<file path="config.mk">
export PLATFORM = sky130hd
export DESIGN_NAME = csor_core
export DESIGN_NICKNAME = d
export VERILOG_FILES = /design/src/rtl/csor_pkg.sv /design/src/rtl/csor_alu.sv /design/src/rtl/csor_core.sv /design/src/rtl/csor_prescaler.sv
export SDC_FILE = /design/constraint.sdc
export NUM_CORES = 1
export LEC_CHECK = 0
export BUFFER_PORTS_ARGS = -buffer_cell sky130_fd_sc_hd__clkbuf_2
export CORE_ASPECT_RATIO = 1.4
export CORE_UTILIZATION = 35
export DETAILED_ROUTE_END_ITERATION = 12
export PLACE_DENSITY = 0.61
export SYNTH_ARGS = -nofsm -noshare
export SYNTH_HDL_FRONTEND = slang
export SYNTH_SLANG_ARGS = --single-unit
export TNS_END_PERCENT = 50
</file>
<file path="constraint.sdc">
create_clock -name mclk -period 5.4 [get_ports mclk]
set_input_delay 0.27 -clock mclk [delete_from_list [all_inputs] [get_ports mclk]]
set_output_delay 0.27 -clock mclk [all_outputs]
set_load 0.005 [all_outputs]
</file>
<file path="src/rtl/csor_pkg.sv">
// Constants, field layout and types of the core status and option logic
package csor_pkg;

	// ----------------------------------------
	// Register offsets (full 9-bit data address)
	// ----------------------------------------
	localparam logic [8:0] STATUS_OFS = 9'h003;
	localparam logic [8:0] PIR_OFS = 9'h00C;
	localparam logic [8:0] OPTION_OFS = 9'h081;
	localparam int BANK_BYTES = 128;

	// ----------------------------------------
	// Field positions
	// ----------------------------------------
	localparam int ST_IRP = 7;
	localparam int ST_RPHI = 6;
	localparam int ST_RPLO = 5;
	localparam int ST_TO = 4;
	localparam int ST_PD = 3;
	localparam int ST_Z = 2;
	localparam int ST_DC = 1;
	localparam int ST_C = 0;
	localparam int OPT_PSA = 3;
	localparam int OPT_PS_HI = 2;

	// ----------------------------------------
	// Reset values
	// ----------------------------------------
	localparam logic [2:0] ST_BANK_RST = 3'h0;
	localparam logic [1:0] ST_TOPD_RST = 2'h3;
	localparam logic [2:0] ST_FLAG_RST = 3'h0;
	localparam logic [7:0] OPT_RST = 8'hFF;
	localparam logic [7:0] PIR_RST = 8'h00;

	// ----------------------------------------
	// Timing
	// ----------------------------------------
	localparam int CLK_NS = 5;
	localparam int ICYC_NS = 200;
	localparam int ICYC_CLKS = ICYC_NS / CLK_NS;

	// ----------------------------------------
	// Types
	// ----------------------------------------
	typedef enum logic [4:0] {
		OP_NOP, OP_ADD, OP_SUB, OP_AND, OP_IOR, OP_XOR, OP_COM, OP_INC,
		OP_DEC, OP_RLF, OP_RRF, OP_SWAP, OP_MOV, OP_MOVW, OP_CLR, OP_BCF,
		OP_BSF, OP_LIT, OP_SLEEP, OP_CLRWDT
	} csor_op_t;

	typedef enum logic [1:0] {
		SFR_NONE, SFR_STATUS, SFR_OPTION, SFR_PIR
	} csor_sfr_t;

endpackage

</file>
<file path="src/rtl/csor_alu.sv">
// Eight-bit ALU with zero, nibble-carry and carry flag generation
`timescale 1ns/10ps
module csor_alu (
	input wire csor_pkg::csor_op_t op, // Operation
	input wire logic [7:0] acc, // Accumulator operand
	input wire logic [7:0] opnd, // File or literal operand
	input wire logic [2:0] bitSel, // Bit for set or clear
	input wire logic carryIn, // Present carry flag
	output logic [7:0] result, // Result byte
	output logic zeroF, // New zero flag
	output logic nibF, // New nibble carry flag
	output logic carryF, // New carry flag
	output logic updZ, // Zero flag affected
	output logic updDc, // Nibble carry affected
	output logic updC // Carry affected
);
	import csor_pkg::*;

	always_comb begin
		logic [7:0] addend;
		logic cin;
		logic [8:0] sum;
		logic [4:0] nib;
		addend = acc;
		cin = 1'b0;
		// Subtract adds the two's complement of the accumulator
		if (op == OP_SUB) begin
			addend = ~acc;
			cin = 1'b1;
		end
		sum = {1'b0, opnd} + {1'b0, addend} + {8'h00, cin};
		nib = {1'b0, opnd[3:0]} + {1'b0, addend[3:0]} + {4'h0, cin};
		result = opnd;
		nibF = 1'b0;
		carryF = carryIn;
		updZ = 1'b0;
		updDc = 1'b0;
		updC = 1'b0;
		case (op)
			OP_ADD, OP_SUB: begin
				result = sum[7:0];
				nibF = nib[4];
				carryF = sum[8];
				updZ = 1'b1;
				updDc = 1'b1;
				updC = 1'b1;
			end
			OP_AND: begin
				result = acc & opnd;
				updZ = 1'b1;
			end
			OP_IOR: begin
				result = acc | opnd;
				updZ = 1'b1;
			end
			OP_XOR: begin
				result = acc ^ opnd;
				updZ = 1'b1;
			end
			OP_COM: begin
				result = ~opnd;
				updZ = 1'b1;
			end
			OP_INC: begin
				result = opnd + 8'h01;
				updZ = 1'b1;
			end
			OP_DEC: begin
				result = opnd - 8'h01;
				updZ = 1'b1;
			end
			OP_RLF: begin
				result = {opnd[6:0], carryIn};
				carryF = opnd[7];
				updC = 1'b1;
			end
			OP_RRF: begin
				result = {carryIn, opnd[7:1]};
				carryF = opnd[0];
				updC = 1'b1;
			end
			OP_SWAP: result = {opnd[3:0], opnd[7:4]};
			OP_MOV: updZ = 1'b1;
			OP_MOVW: result = acc;
			OP_CLR: begin
				result = 8'h00;
				updZ = 1'b1;
			end
			OP_BCF: result = opnd & ~(8'h01 << bitSel);
			OP_BSF: result = opnd | (8'h01 << bitSel);
			default: result = opnd;
		endcase
		zeroF = (result == 8'h00);
	end

endmodule

</file>
<file path="src/rtl/csor_core.sv">
// Status, option and peripheral flag registers with ALU execute stage
//
// Functional notes
// - Flag ops writing status keep flag results
// - Software writes never change timeout/power-down
// - Bit 7 picks indirect bank pair
// - Bits 6-5 pick 128-byte direct bank
// - Zero flag set on zero result
// - Nibble carry from bit 3, inverted for borrow
// - Carry from bit 7, inverted for borrow
// - Subtract adds two's complement of accumulator
// - Rotates load carry from shifted-out bit
// - Clearing status gives 000u u1uu
// - Eight-bit two's complement ALU
// - Accumulator against file or literal operand
// - Accumulator is not address mapped
// - Option fully read/write, resets to ones
// - Option bit 3 gives prescaler to watchdog
// - Peripheral flags set regardless of enables
// - Two-stage overlap, one instruction per cycle
`timescale 1ns/10ps
module csor_core (
	input wire logic mclk, // System clock, 200 MHz
	input wire logic sys_rst, // Synchronous reset, active high
	input wire logic powerOnRst, // Reset is a power-up reset
	input wire logic fetchValid, // Fetched instruction present
	input wire csor_pkg::csor_op_t fetchOp, // Fetched operation
	input wire logic fetchUseLit, // Operand is the literal
	input wire logic [7:0] fetchLit, // Literal operand
	input wire logic [6:0] fetchFile, // Direct file address
	input wire logic fetchIndirect, // Address taken from pointer
	input wire logic fetchDestFile, // Result to file, else acc
	input wire logic [2:0] fetchBit, // Bit number for set/clear
	input wire logic flush, // Branch: drop fetched word
	input wire logic [7:0] fsrVal, // Indirect pointer value
	input wire logic [7:0] extRdData, // File memory read data
	input wire logic [7:0] periphEvt, // Peripheral event pulses
	input wire logic wdtTimeoutEvt, // Watchdog expired pulse
	input wire logic tmrTick, // Timer zero source pulse
	input wire logic wdtTick, // Watchdog source pulse
	output logic instrCycle, // Instruction cycle pulse
	output logic [8:0] extAddr, // File address in execute
	output logic extWrEn, // File memory write pulse
	output logic [8:0] extWrAddr, // File memory write address
	output logic [7:0] extWrData, // File memory write data
	output logic [7:0] statusOut, // Status register
	output logic [7:0] optionOut, // Option register
	output logic [7:0] pirOut, // Peripheral flag register
	output logic [7:0] accOut, // Accumulator view
	output logic tmrInc, // Timer zero increment pulse
	output logic wdtInc // Watchdog increment pulse
);
	import csor_pkg::*;

	localparam logic [5:0] CYC_LAST = 6'(ICYC_CLKS - 1);

	typedef struct packed {
		logic [7:0] status;
		logic [7:0] option;
		logic [7:0] pir;
		logic [7:0] acc;
		logic [5:0] cycCnt;
		logic exV;
		csor_op_t exOp;
		logic exUseLit;
		logic [7:0] exLit;
		logic [6:0] exFile;
		logic exIndirect;
		logic exDestFile;
		logic [2:0] exBit;
		logic wrEn;
		logic [8:0] wrAddr;
		logic [7:0] wrData;
	} csor_core_t;

	csor_core_t s;
	csor_core_t next_s;

	logic cycTick;
	logic exec;
	logic writeFile;
	logic flagOp;
	csor_sfr_t sfr;
	logic [7:0] operand;
	logic [7:0] aluRes;
	logic aluZ;
	logic aluDc;
	logic aluC;
	logic updZ;
	logic updDc;
	logic updC;

	// ----------------------------------------
	// Address decode
	// ----------------------------------------
	// Status is mirrored in every bank, option in banks 1 and 3
	function automatic csor_sfr_t sfrOf(input logic [8:0] a);
		if (a[6:0] == STATUS_OFS[6:0]) begin
			sfrOf = SFR_STATUS;
		end else if (a[7] && a[6:0] == OPTION_OFS[6:0]) begin
			sfrOf = SFR_OPTION;
		end else if (a == PIR_OFS) begin
			sfrOf = SFR_PIR;
		end else begin
			sfrOf = SFR_NONE;
		end
	endfunction

	always_comb begin
		if (s.exIndirect) begin
			extAddr = {s.status[ST_IRP], fsrVal};
		end else begin
			extAddr = {s.status[ST_RPHI:ST_RPLO], s.exFile};
		end
	end

	assign sfr = sfrOf(extAddr);
	assign cycTick = (s.cycCnt == CYC_LAST);
	assign exec = s.exV && cycTick;

	// Accumulator has no address; it only feeds the ALU directly
	always_comb begin
		if (s.exUseLit) begin
			operand = s.exLit;
		end else if (sfr == SFR_STATUS) begin
			operand = s.status;
		end else if (sfr == SFR_OPTION) begin
			operand = s.option;
		end else if (sfr == SFR_PIR) begin
			operand = s.pir;
		end else begin
			operand = extRdData;
		end
	end

	csor_alu i_csor_alu (
		.op(s.exOp),
		.acc(s.acc),
		.opnd(operand),
		.bitSel(s.exBit),
		.carryIn(s.status[ST_C]),
		.result(aluRes),
		.zeroF(aluZ),
		.nibF(aluDc),
		.carryF(aluC),
		.updZ(updZ),
		.updDc(updDc),
		.updC(updC)
	);

	assign flagOp = updZ || updDc || updC;
	assign writeFile = exec && s.exDestFile && !s.exUseLit &&
		s.exOp != OP_NOP && s.exOp != OP_SLEEP && s.exOp != OP_CLRWDT &&
		s.exOp != OP_LIT;

	// ----------------------------------------
	// Next-state logic
	// ----------------------------------------
	always_comb begin
		next_s = s;
		next_s.wrEn = 1'b0;
		next_s.cycCnt = cycTick ? 6'h00 : s.cycCnt + 6'h01;
		// Fetch of the next word overlaps execution of this one
		if (cycTick) begin
			next_s.exV = fetchValid && !flush;
			next_s.exOp = fetchOp;
			next_s.exUseLit = fetchUseLit;
			next_s.exLit = fetchLit;
			next_s.exFile = fetchFile;
			next_s.exIndirect = fetchIndirect;
			next_s.exDestFile = fetchDestFile;
			next_s.exBit = fetchBit;
		end
		if (exec && !s.exDestFile && s.exOp != OP_NOP &&
			s.exOp != OP_SLEEP && s.exOp != OP_CLRWDT) begin
			next_s.acc = aluRes;
		end
		if (writeFile && sfr == SFR_STATUS) begin
			next_s.status[ST_IRP:ST_RPLO] = aluRes[ST_IRP:ST_RPLO];
			if (!flagOp) begin
				next_s.status[ST_Z:ST_C] = aluRes[ST_Z:ST_C];
			end
		end
		// Flag logic overrides any data write to the same bits
		if (exec && updZ) begin
			next_s.status[ST_Z] = aluZ;
		end
		if (exec && updDc) begin
			next_s.status[ST_DC] = aluDc;
		end
		if (exec && updC) begin
			next_s.status[ST_C] = aluC;
		end
		// Apart from power-up reset, time-out and power-down move only on these events
		if (exec && s.exOp == OP_SLEEP) begin
			next_s.status[ST_TO] = 1'b1;
			next_s.status[ST_PD] = 1'b0;
		end
		if (exec && s.exOp == OP_CLRWDT) begin
			next_s.status[ST_TO] = 1'b1;
			next_s.status[ST_PD] = 1'b1;
		end
		if (wdtTimeoutEvt) begin
			next_s.status[ST_TO] = 1'b0;
		end
		if (writeFile && sfr == SFR_OPTION) begin
			next_s.option = aluRes;
		end
		if (writeFile && sfr == SFR_PIR) begin
			next_s.pir = aluRes;
		end
		// Event in the clearing cycle still lands: set wins
		next_s.pir = next_s.pir | periphEvt;
		if (writeFile && sfr == SFR_NONE) begin
			next_s.wrEn = 1'b1;
			next_s.wrAddr = extAddr;
			next_s.wrData = aluRes;
		end
		if (sys_rst) begin
			next_s.cycCnt = 6'h00;
			next_s.exV = 1'b0;
			next_s.wrEn = 1'b0;
			next_s.option = OPT_RST;
			next_s.pir = PIR_RST;
			next_s.status[ST_IRP:ST_RPLO] = ST_BANK_RST;
			// Only a power-up defines the read-only and ALU flags
			if (powerOnRst) begin
				next_s.status[ST_TO:ST_PD] = ST_TOPD_RST;
				next_s.status[ST_Z:ST_C] = ST_FLAG_RST;
				next_s.acc = 8'h00;
				next_s.exOp = OP_NOP;
				next_s.wrAddr = 9'h000;
				next_s.wrData = 8'h00;
			end
		end
	end

	always_ff @(posedge mclk) begin
		s <= next_s;
	end

	assign instrCycle = cycTick;
	assign extWrEn = s.wrEn;
	assign extWrAddr = s.wrAddr;
	assign extWrData = s.wrData;
	assign statusOut = s.status;
	assign optionOut = s.option;
	assign pirOut = s.pir;
	assign accOut = s.acc;

	csor_prescaler i_csor_prescaler (
		.mclk(mclk),
		.sys_rst(sys_rst),
		.prescaler_assign(s.option[OPT_PSA]),
		.rateSel(s.option[OPT_PS_HI:0]),
		.tmrTick(tmrTick),
		.wdtTick(wdtTick),
		.tmrInc(tmrInc),
		.wdtInc(wdtInc)
	);
endmodule

</file>
<file path="src/rtl/csor_prescaler.sv">
// Shared timer-zero / watchdog prescaler with assignment and rate select
`timescale 1ns/10ps
module csor_prescaler (
	input wire logic mclk, // System clock
	input wire logic sys_rst, // Synchronous reset
	input wire logic prescaler_assign, // Prescaler on watchdog when high
	input wire logic [2:0] rateSel, // Prescale rate field
	input wire logic tmrTick, // Timer zero source pulse
	input wire logic wdtTick, // Watchdog source pulse
	output logic tmrInc, // Timer zero increment pulse
	output logic wdtInc // Watchdog increment pulse
);
	import csor_pkg::*;

	typedef struct packed {
		logic [7:0] cnt;
		logic psaLast;
		logic tmrInc;
		logic wdtInc;
	} csor_pre_t;

	csor_pre_t s;
	csor_pre_t next_s;

	function automatic logic [7:0] lowMask(input logic [3:0] e);
		lowMask = 8'(9'h1FF >> (4'h9 - e));
	endfunction

	always_comb begin
		logic src;
		logic [3:0] expo;
		logic hit;
		next_s = s;
		src = prescaler_assign ? wdtTick : tmrTick;
		// Watchdog divides by 2^n, timer zero by 2^(n+1)
		expo = prescaler_assign ? {1'b0, rateSel} : {1'b0, rateSel} + 4'h1;
		hit = src && ((s.cnt & lowMask(expo)) == lowMask(expo));
		// Reassignment restarts the count so no stale half-period leaks
		if (prescaler_assign != s.psaLast) begin
			next_s.cnt = 8'h00;
		end else if (src) begin
			next_s.cnt = s.cnt + 8'h01;
		end
		next_s.psaLast = prescaler_assign;
		next_s.tmrInc = prescaler_assign ? tmrTick : hit;
		next_s.wdtInc = prescaler_assign ? hit : wdtTick;
		if (sys_rst) begin
			next_s = '0;
			next_s.psaLast = OPT_RST[OPT_PSA];
		end
	end

	always_ff @(posedge mclk) begin
		s <= next_s;
	end

	assign tmrInc = s.tmrInc;
	assign wdtInc = s.wdtInc;
endmodule

</file>
==> results.md, run 1 <==
- Detailed-placement wirelength estimate: between 15000 and 20000 um
- Routed Antenna Nets: 0
- Post-synthesis adder-cell area fraction: 4.12%
- Type of the worst setup path: reg -> reg
- Synth Area in XOR/XNOR: 4.16%
- Fin util: 40.5%
- Wire per inst: approximately 21 um
- Met3 usage: 3.61%
- Crit-path cells: buf_4 > nand2b_1 > or4_1 > a22oi_2 > a32oi_1 > or2_2 > o21ai_1 > inv_1 > ha_1 > nand2b_1 > o21ai_0 > a22o_1 > a311o_1 > nor4_1 > nand4_1 > a2111oi_2 > a32oi_2 > mux2i_1 > nor2_1
- Most common library cells after synthesis: 84 x nand2_1, 73 x dfxtp_1, 72 x nor2_1
- Clock Pin Slew Worst Setup and Hold Paths: 0.08 ns
- Startpoint Class: register
- Core footprint: approximately 0.019 sq mm
- Crit-path leading delay family: compound AO/OA/AOI/OAI gates
- #FFs+latches synth: 94
- Vias: 6500
- Clk buf depth: 2
- Top_reg_cell synth: dfxtp_1
- Post-synth top area share: 21.7%
- Post-synth ARST share: 0%
- Placement Setup Slack: 0.313 ns
- Area delta synth->final: 12.7%
- Slew @ Worst Pin: 1.02 ns
- Rows: 59
- Worst Path Buf+Inv: 2
- CTS Hold Bufs: 0
- Mapped Cells: 809
- M1 GR Usage: between 20% and 30%
- Fmax: 199 MHz
- Setup TNS Final: 0 ns
- CP arrival: 5.25 ns
- Run status: completed
- Critical Path Stages: 19
- N_diodes: 0
- VDD IR-drop max: 137 uV
- RR Startpoint: s[22]
- Grt total ovfl: 0
- Number of synthesized flops with an enable pin: 21
- Die Width: 119 um
- Worst skew pair latency: roughly 0.36 ns
- I/O pins: 120
- Routability Congestion: 0.974
- M2 GR Usage: 40.4%
- Most Used Layer, Global Route: met2
- Worst hold path endpoint: s[35]
- Initial Util: 35.9%
- R2R Setup Slk: 0.38 ns
- First-pass GRT wire length: 36200 um
- Pre-antenna DRT Iters: 5
- Slowest cell on crit path: or4_1
- RSZ-0062 raised after global routing: no
- CTS resizes: 0
- Vias per cell: about 5.8
- Placed cell count: between 1000 and 1500
- CTS sink count: 94
- Largest family of logic cells by synthesized area: compound AO/OA/AOI/OAI gates
- CP max FO: 18
- Final Hold Fails: 0
- CTS buffer count: 9
- Tot GR Track Use: 23.9%
- Full die area: approximately 0.020 sq mm
- Mapped Nets: 888
- Multiplexer share of the synthesized area: 7.00%
- Final wirelength: 23800 um
- # DRC: 0
- CTS tree: built
- Post-Synth Simple-Gate Area: between 20% and 30%
- Yosys cell types: 82
- Setup bufs post-CTS: 0
- Fin worst setup slack: 0.380 ns
- Final setup skew: 0.0141 ns
- Die H: 166 um
- PortBufs: around 120
- Hold Startpoint: fetchLit[5]
- Non-Filler Instances: 1125
- Period utilization: ~93%
- Post-Syn Area: 0.00674 sq mm
- Fin crit period: 5.02 ns
- Initial antenna violation count: 0
- Pleak: 0.00318 uW
- CP dominant cell by count: nand2b_1
- Final Max Tran Viols: 0
- Rel. slew slack: 31.9%
- # setup viols final: 0
- CP Capture Type: register
- Critical Path RT: 5.63 ns
- Synth area leaders: dfxtp_1 22%, edfxtp_1 9.4%, mux2i_1 5.5%
- Yosys warns: 0
- Cell taking the most area after synthesis: dfxtp_1
- Final Net Count: approximately 960
- Seq/Total Area, Yosys: 31.0%
- Top-count cell post-synth: nand2_1
- Share of layout cells above drive strength 1: between 20% and 30%
- Hold path depth: 1
- Hold WC Path Type: in -> reg
- 1st-iter DRT viols: 628
- Max-cap violations: 0
- Design Power: 1470 uW
- P per Cell Area: 193 mW/mm^2
- Max incr delay on CP: 0.55 ns
- Pin count of the biggest net entering global routing: 34
- Vias in the first global route: between 6000 and 7000
- Synth Area in Compound Gates: 23.0%
- RR Endpoint: statusOut[5]
- Mean Syn Cell Area: 8.33 sq um
- Root Buffer: clkbuf_16
- Reg2reg path depth: 19
- H-tree Lvls: 3
-- cell type report --
| type | instances | area, sq um |
|---|---|---|
| fillers | 1990 | 11200 |
| multi-input cells | 603 | 4040 |
| clock inverters | 6 | 47.5 |
| repair buffers | 145 | 791 |
| flip-flops and latches | 94 | 2090 |
| well taps | 244 | 305 |
| inverters | 23 | 86.3 |
| clock buffers | 10 | 229 |
-- power by group --
group / switching [uW] / internal, uW / total [uW]
clock: 315 / 317 / 632
combinational: 55.0 / 42.9 / 97.9
sequential: 11.0 / 726 / 737
-- state kept, by name, summed over array words and instances, names as in the netlist --
signal,cells
extWrEn,1
extWrAddr,9
accOut,8
statusOut,8
i_csor_prescaler.s,9
pirOut,8
i_csor_prescaler.tmrInc,1
i_csor_prescaler.wdtInc,1
extWrData,8
s,33
optionOut,8
-- logic make-up after synthesis --
family	after synthesis
compound gates	211
xor+xnor	32
fa+ha+maj	21
buf+inv	112
flops	94
mux	45
simple gates	294
-- routing by layer --
metal	share of wire, %	up-vias
met2	50	287
met3	5.9	63
met5	0	-
li1	-	3053
met1	40	3097
met4	4.6	0
-- worst max path at each step --
stage                     startpoint            to
after floorplan                s[22]  statusOut[2]
after global placement         s[22]  statusOut[5]
after detailed placement       s[22]  statusOut[5]
after CTS                      s[22]  statusOut[5]
after global routing           s[22]     accOut[5]
final                          s[22]  statusOut[5]
-- worst register-to-register path, cell delays in order, from the launching register on --
cell	delay (ns)
edfxtp_1	0.36
buf_4	0.21
nand2b_1	0.19
or4_1	0.55
a22oi_2	0.35
a32oi_1	0.17
or2_2	0.34
o21ai_1	0.20
inv_1	0.18
ha_1	0.43
nand2b_1	0.13
o21ai_0	0.08
a22o_1	0.19
a311o_1	0.36
nor4_1	0.25
nand4_1	0.15
a2111oi_2	0.27
a32oi_2	0.26
mux2i_1	0.19
nor2_1	0.05
-- cells in the final DEF (no fill, tap or decap), drive strengths merged, types with 7 or more instances in the layout --
| master | n |
|---|---|
| clkbuf | 129 |
| nand2 | 85 |
| dfxtp | 73 |
| nor2 | 72 |
| a21oi | 49 |
| mux2i | 38 |
| o21ai | 35 |
| nand3 | 28 |
| buf | 26 |
| inv | 25 |
| xnor2 | 22 |
| edfxtp | 21 |
| nor3 | 20 |
| a211oi | 20 |
| ha | 19 |
| nand2b | 13 |
| and3 | 12 |
| a21o | 11 |
| nor2b | 10 |
| xor2 | 10 |
| a22oi | 9 |
| nand4 | 8 |
| nor3b | 8 |
| o211ai | 8 |
| mux2 | 7 |
| and2 | 7 |
| a31oi | 7 |
| o22ai | 7 |
-- stage by stage --
stage	hold slack [ns]	area (sq um)
after global placement	0.445	7310
after global routing	0.0716	7590
final	0.0756	7590
after CTS	0.0725	7590
after detailed placement	0.449	7310
after floorplan	0.369	6740
(Power assumes the default switching activity.)
==> run 2: changes to the inputs <==
--- a/config.mk
+++ b/config.mk
@@ -5,6 +5,7 @@
 export SDC_FILE = /design/constraint.sdc
 export NUM_CORES = 1
 export LEC_CHECK = 0
+export ABC_AREA = 1
 export BUFFER_PORTS_ARGS = -buffer_cell sky130_fd_sc_hd__clkbuf_2
 export CORE_ASPECT_RATIO = 1.4
 export CORE_UTILIZATION = 35
==> results.md, run 2 <==
- CTS Hold Bufs: 0
- Initial antenna violation count: 0
- CP arrival: 4.62 ns
- Pre-antenna DRT Iters: 6
- Max reg flops: 33
- CTS resizes: 0
- PortBufs: 119
- Fin worst setup slack: 1.08 ns
- H-tree Lvls: 3
- Startpoint Class: register
- I/O pins: 120
- Final wirelength: 21700 um
- CTS tree: built
- Number of synthesized flops with an enable pin: 21
- CP Capture Type: register
- Clock Pin Slew Worst Setup and Hold Paths: 0.07 ns
- Share of layout cells above drive strength 1: 22.1%
- Final Max Tran Viols: 0
- Vias: approximately 6500
- Slew @ Worst Pin: roughly 1.1 ns
- N_diodes: 0
- Pleak: 0.00361 uW
- Mapped Nets: 1062
- Slowest cell on crit path: edfxtp_1
- Final std cell area, no fill: 0.00752 sq mm
- Top_reg_cell synth: dfxtp_1
- Max-cap violations: 0
- Pin count of the biggest net entering global routing: 33
- CP dominant cell by count: nand2_1
- Final Hold Fails: 0
- Routability Congestion: between 0.9 and 1
- Grt total ovfl: 0
- Clk buf depth: 2
- Post-synth top area share: 21.4%
- Final setup skew: 0.00628 ns
- CP max FO: 16
- # DRC: 0
- Commonest non-fill, non-tap cell in the layout: nand2_1
- P per Cell Area: 190 mW/mm^2
- Critical Path RT: 5.69 ns
- Post-synth ARST share: 0%
- Wire per inst: 16.8 um
- CTS sink count: 94
- Detailed-placement wirelength estimate: 17800 um
- Placed Area: 0.00725 sq mm
- Area delta synth->final: 10.3%
- Period utilization: 80.1%
- Placement Setup Slack: ~1.1 ns
- Top-count cell post-synth: nand2_1
- Die Width: ~120 um
- Most common library cells after synthesis: 192 x nand2_1, 121 x inv_1, 87 x nor2_1
- First-pass GRT wire length: 33800 um
- Yosys warns: 0
- Core footprint: 0.0191 sq mm
- Fin crit period: 4.32 ns
- Type of the worst setup path: reg -> reg
- Post-Syn Area: 0.00682 sq mm
- Die H: 167 um
- Seq/Total Area, Yosys: 30.7%
- #FFs+latches synth: 94
- Run status: completed
- Hold WC Path Type: in -> reg
- Mean Syn Cell Area: 6.94 sq um
- Setup bufs post-CTS: 0
- Fin util: 39.3%
- Vias in the first global route: 6185
- Root Buffer: clkbuf_16
- Cell taking the most area after synthesis: dfxtp_1
- Top reg by flops: s
- Max incr delay on CP: between 0.5 and 0.6 ns
- Full die area: 0.0201 sq mm
- Rows: 60
- Yosys cell types: 53
- CTS buffer count: 9
- Setup TNS Final: 0 ns
- RSZ-0062 raised after global routing: no
- Final Net Count: 1123
- Vias per cell: 5.01
- Initial Util: approximately 36%
- Routed Antenna Nets: 0
- # setup viols final: 0
- Synth area leaders: dfxtp_1 21%, nand2_1 11%, edfxtp_1 9.2%
- 1st-iter DRT viols: 626
- Design Power: roughly 1400 uW
- VDD IR-drop max: around 150 uV
- Rel. slew slack: around 30%
- Most frequent cells in the layout: 192 x nand2_1, 121 x inv_1, 119 x clkbuf_2
- Mapped Cells: between 900 and 1000
- Worst skew pair latency: 0.36 ns
- Tot GR Track Use: 22.3%
- Fmax: ~230 MHz
[run 2: cell types whose count changed after synthesis, moves of 11 or more]
cell | before | now
nand3_1 | 28 | 72
a21oi_1 | 48 | 79
xnor2_1 | 22 | 3
nand2_1 | 84 | 192
clkbuf_1 | 33 | 14
and3_1 | 12 | 1
nand2_2 | 0 | 30
nand3_2 | 0 | 11
nor2_1 | 72 | 87
mux2i_1 | 37 | 0
nand2_4 | 1 | 17
inv_1 | 21 | 121
nand2b_1 | 13 | 0
o21ai_0 | 32 | 61
[run 2: worst max-delay path, delay by kind of cell (launching register included)]
family,cells,cell delay (ns)
and+or+nand+nor,22,2.20
DFF,1,0.58
AOI/OAI and AO/OA,4,0.64
adders and majority gates,1,0.43
buffers and inverters,3,0.40
[run 2: path summary, 6_finish.rpt]
check | startpoint | end | slack [ns] | cells after the start
setup / recovery | s[22] | statusOut[2] | 1.08 | 30
hold / removal | fetchLit[1] | s[31] | 0.08 | 1
setup reg to reg | s[22] | statusOut[2] | 1.08 | 30
hold reg to reg | s[45] | s[45] | 0.45 | 1
[run 2: kinds of logic (layout without fill, tap and decap cells)]
group                      after synthesis  in the layout  share of synthesized area, %
AOI/OAI and AO/OA                      184            184                          15.0
DFF                                     94             94                          30.7
buffers and inverters                  208            274                          14.9
xor gates and xnor gates                15             15                          2.04
adders and majority gates               21             21                          4.07
and+or+nand+nor                        461            461                          33.3
[run 2: stage by stage]
stage / cells / hold WS [ns]
detailed placement: 1281 / 0.435
global route: 1297 / 0.0742
global placement: 1281 / 0.429
finish: 1297 / 0.0802
floorplan: 983 / 0.369
CTS: 1297 / 0.0759
[run 2: cell type report]
class / instances / area [sq um]
clock buffers: 9 / 225
clock inverters: 7 / 47.5
fillers: 2066 / 11600
inverters: 136 / 515
multi-input cells: 681 / 3720
flip-flops and latches: 94 / 2090
well taps: 248 / 310
repair buffers: 122 / 618
[run 2: per-layer routing]
metal | track usage [%] | share of wire, % | up-vias
met3 | 3.51 | 4.4 | 68
met1 | 22.8 | 37 | 2920
met2 | 41.3 | 53 | 220
met5 | 0 | 0 | -
met4 | 14.2 | 5.9 | 0
li1 | - | - | 3289
[run 2: power by group]
group,total [uW],internal (uW),switching [uW]
registers,734,726,8.54
logic,93.2,37.5,55.7
clock network,602,313,289
total,1430,1080,353
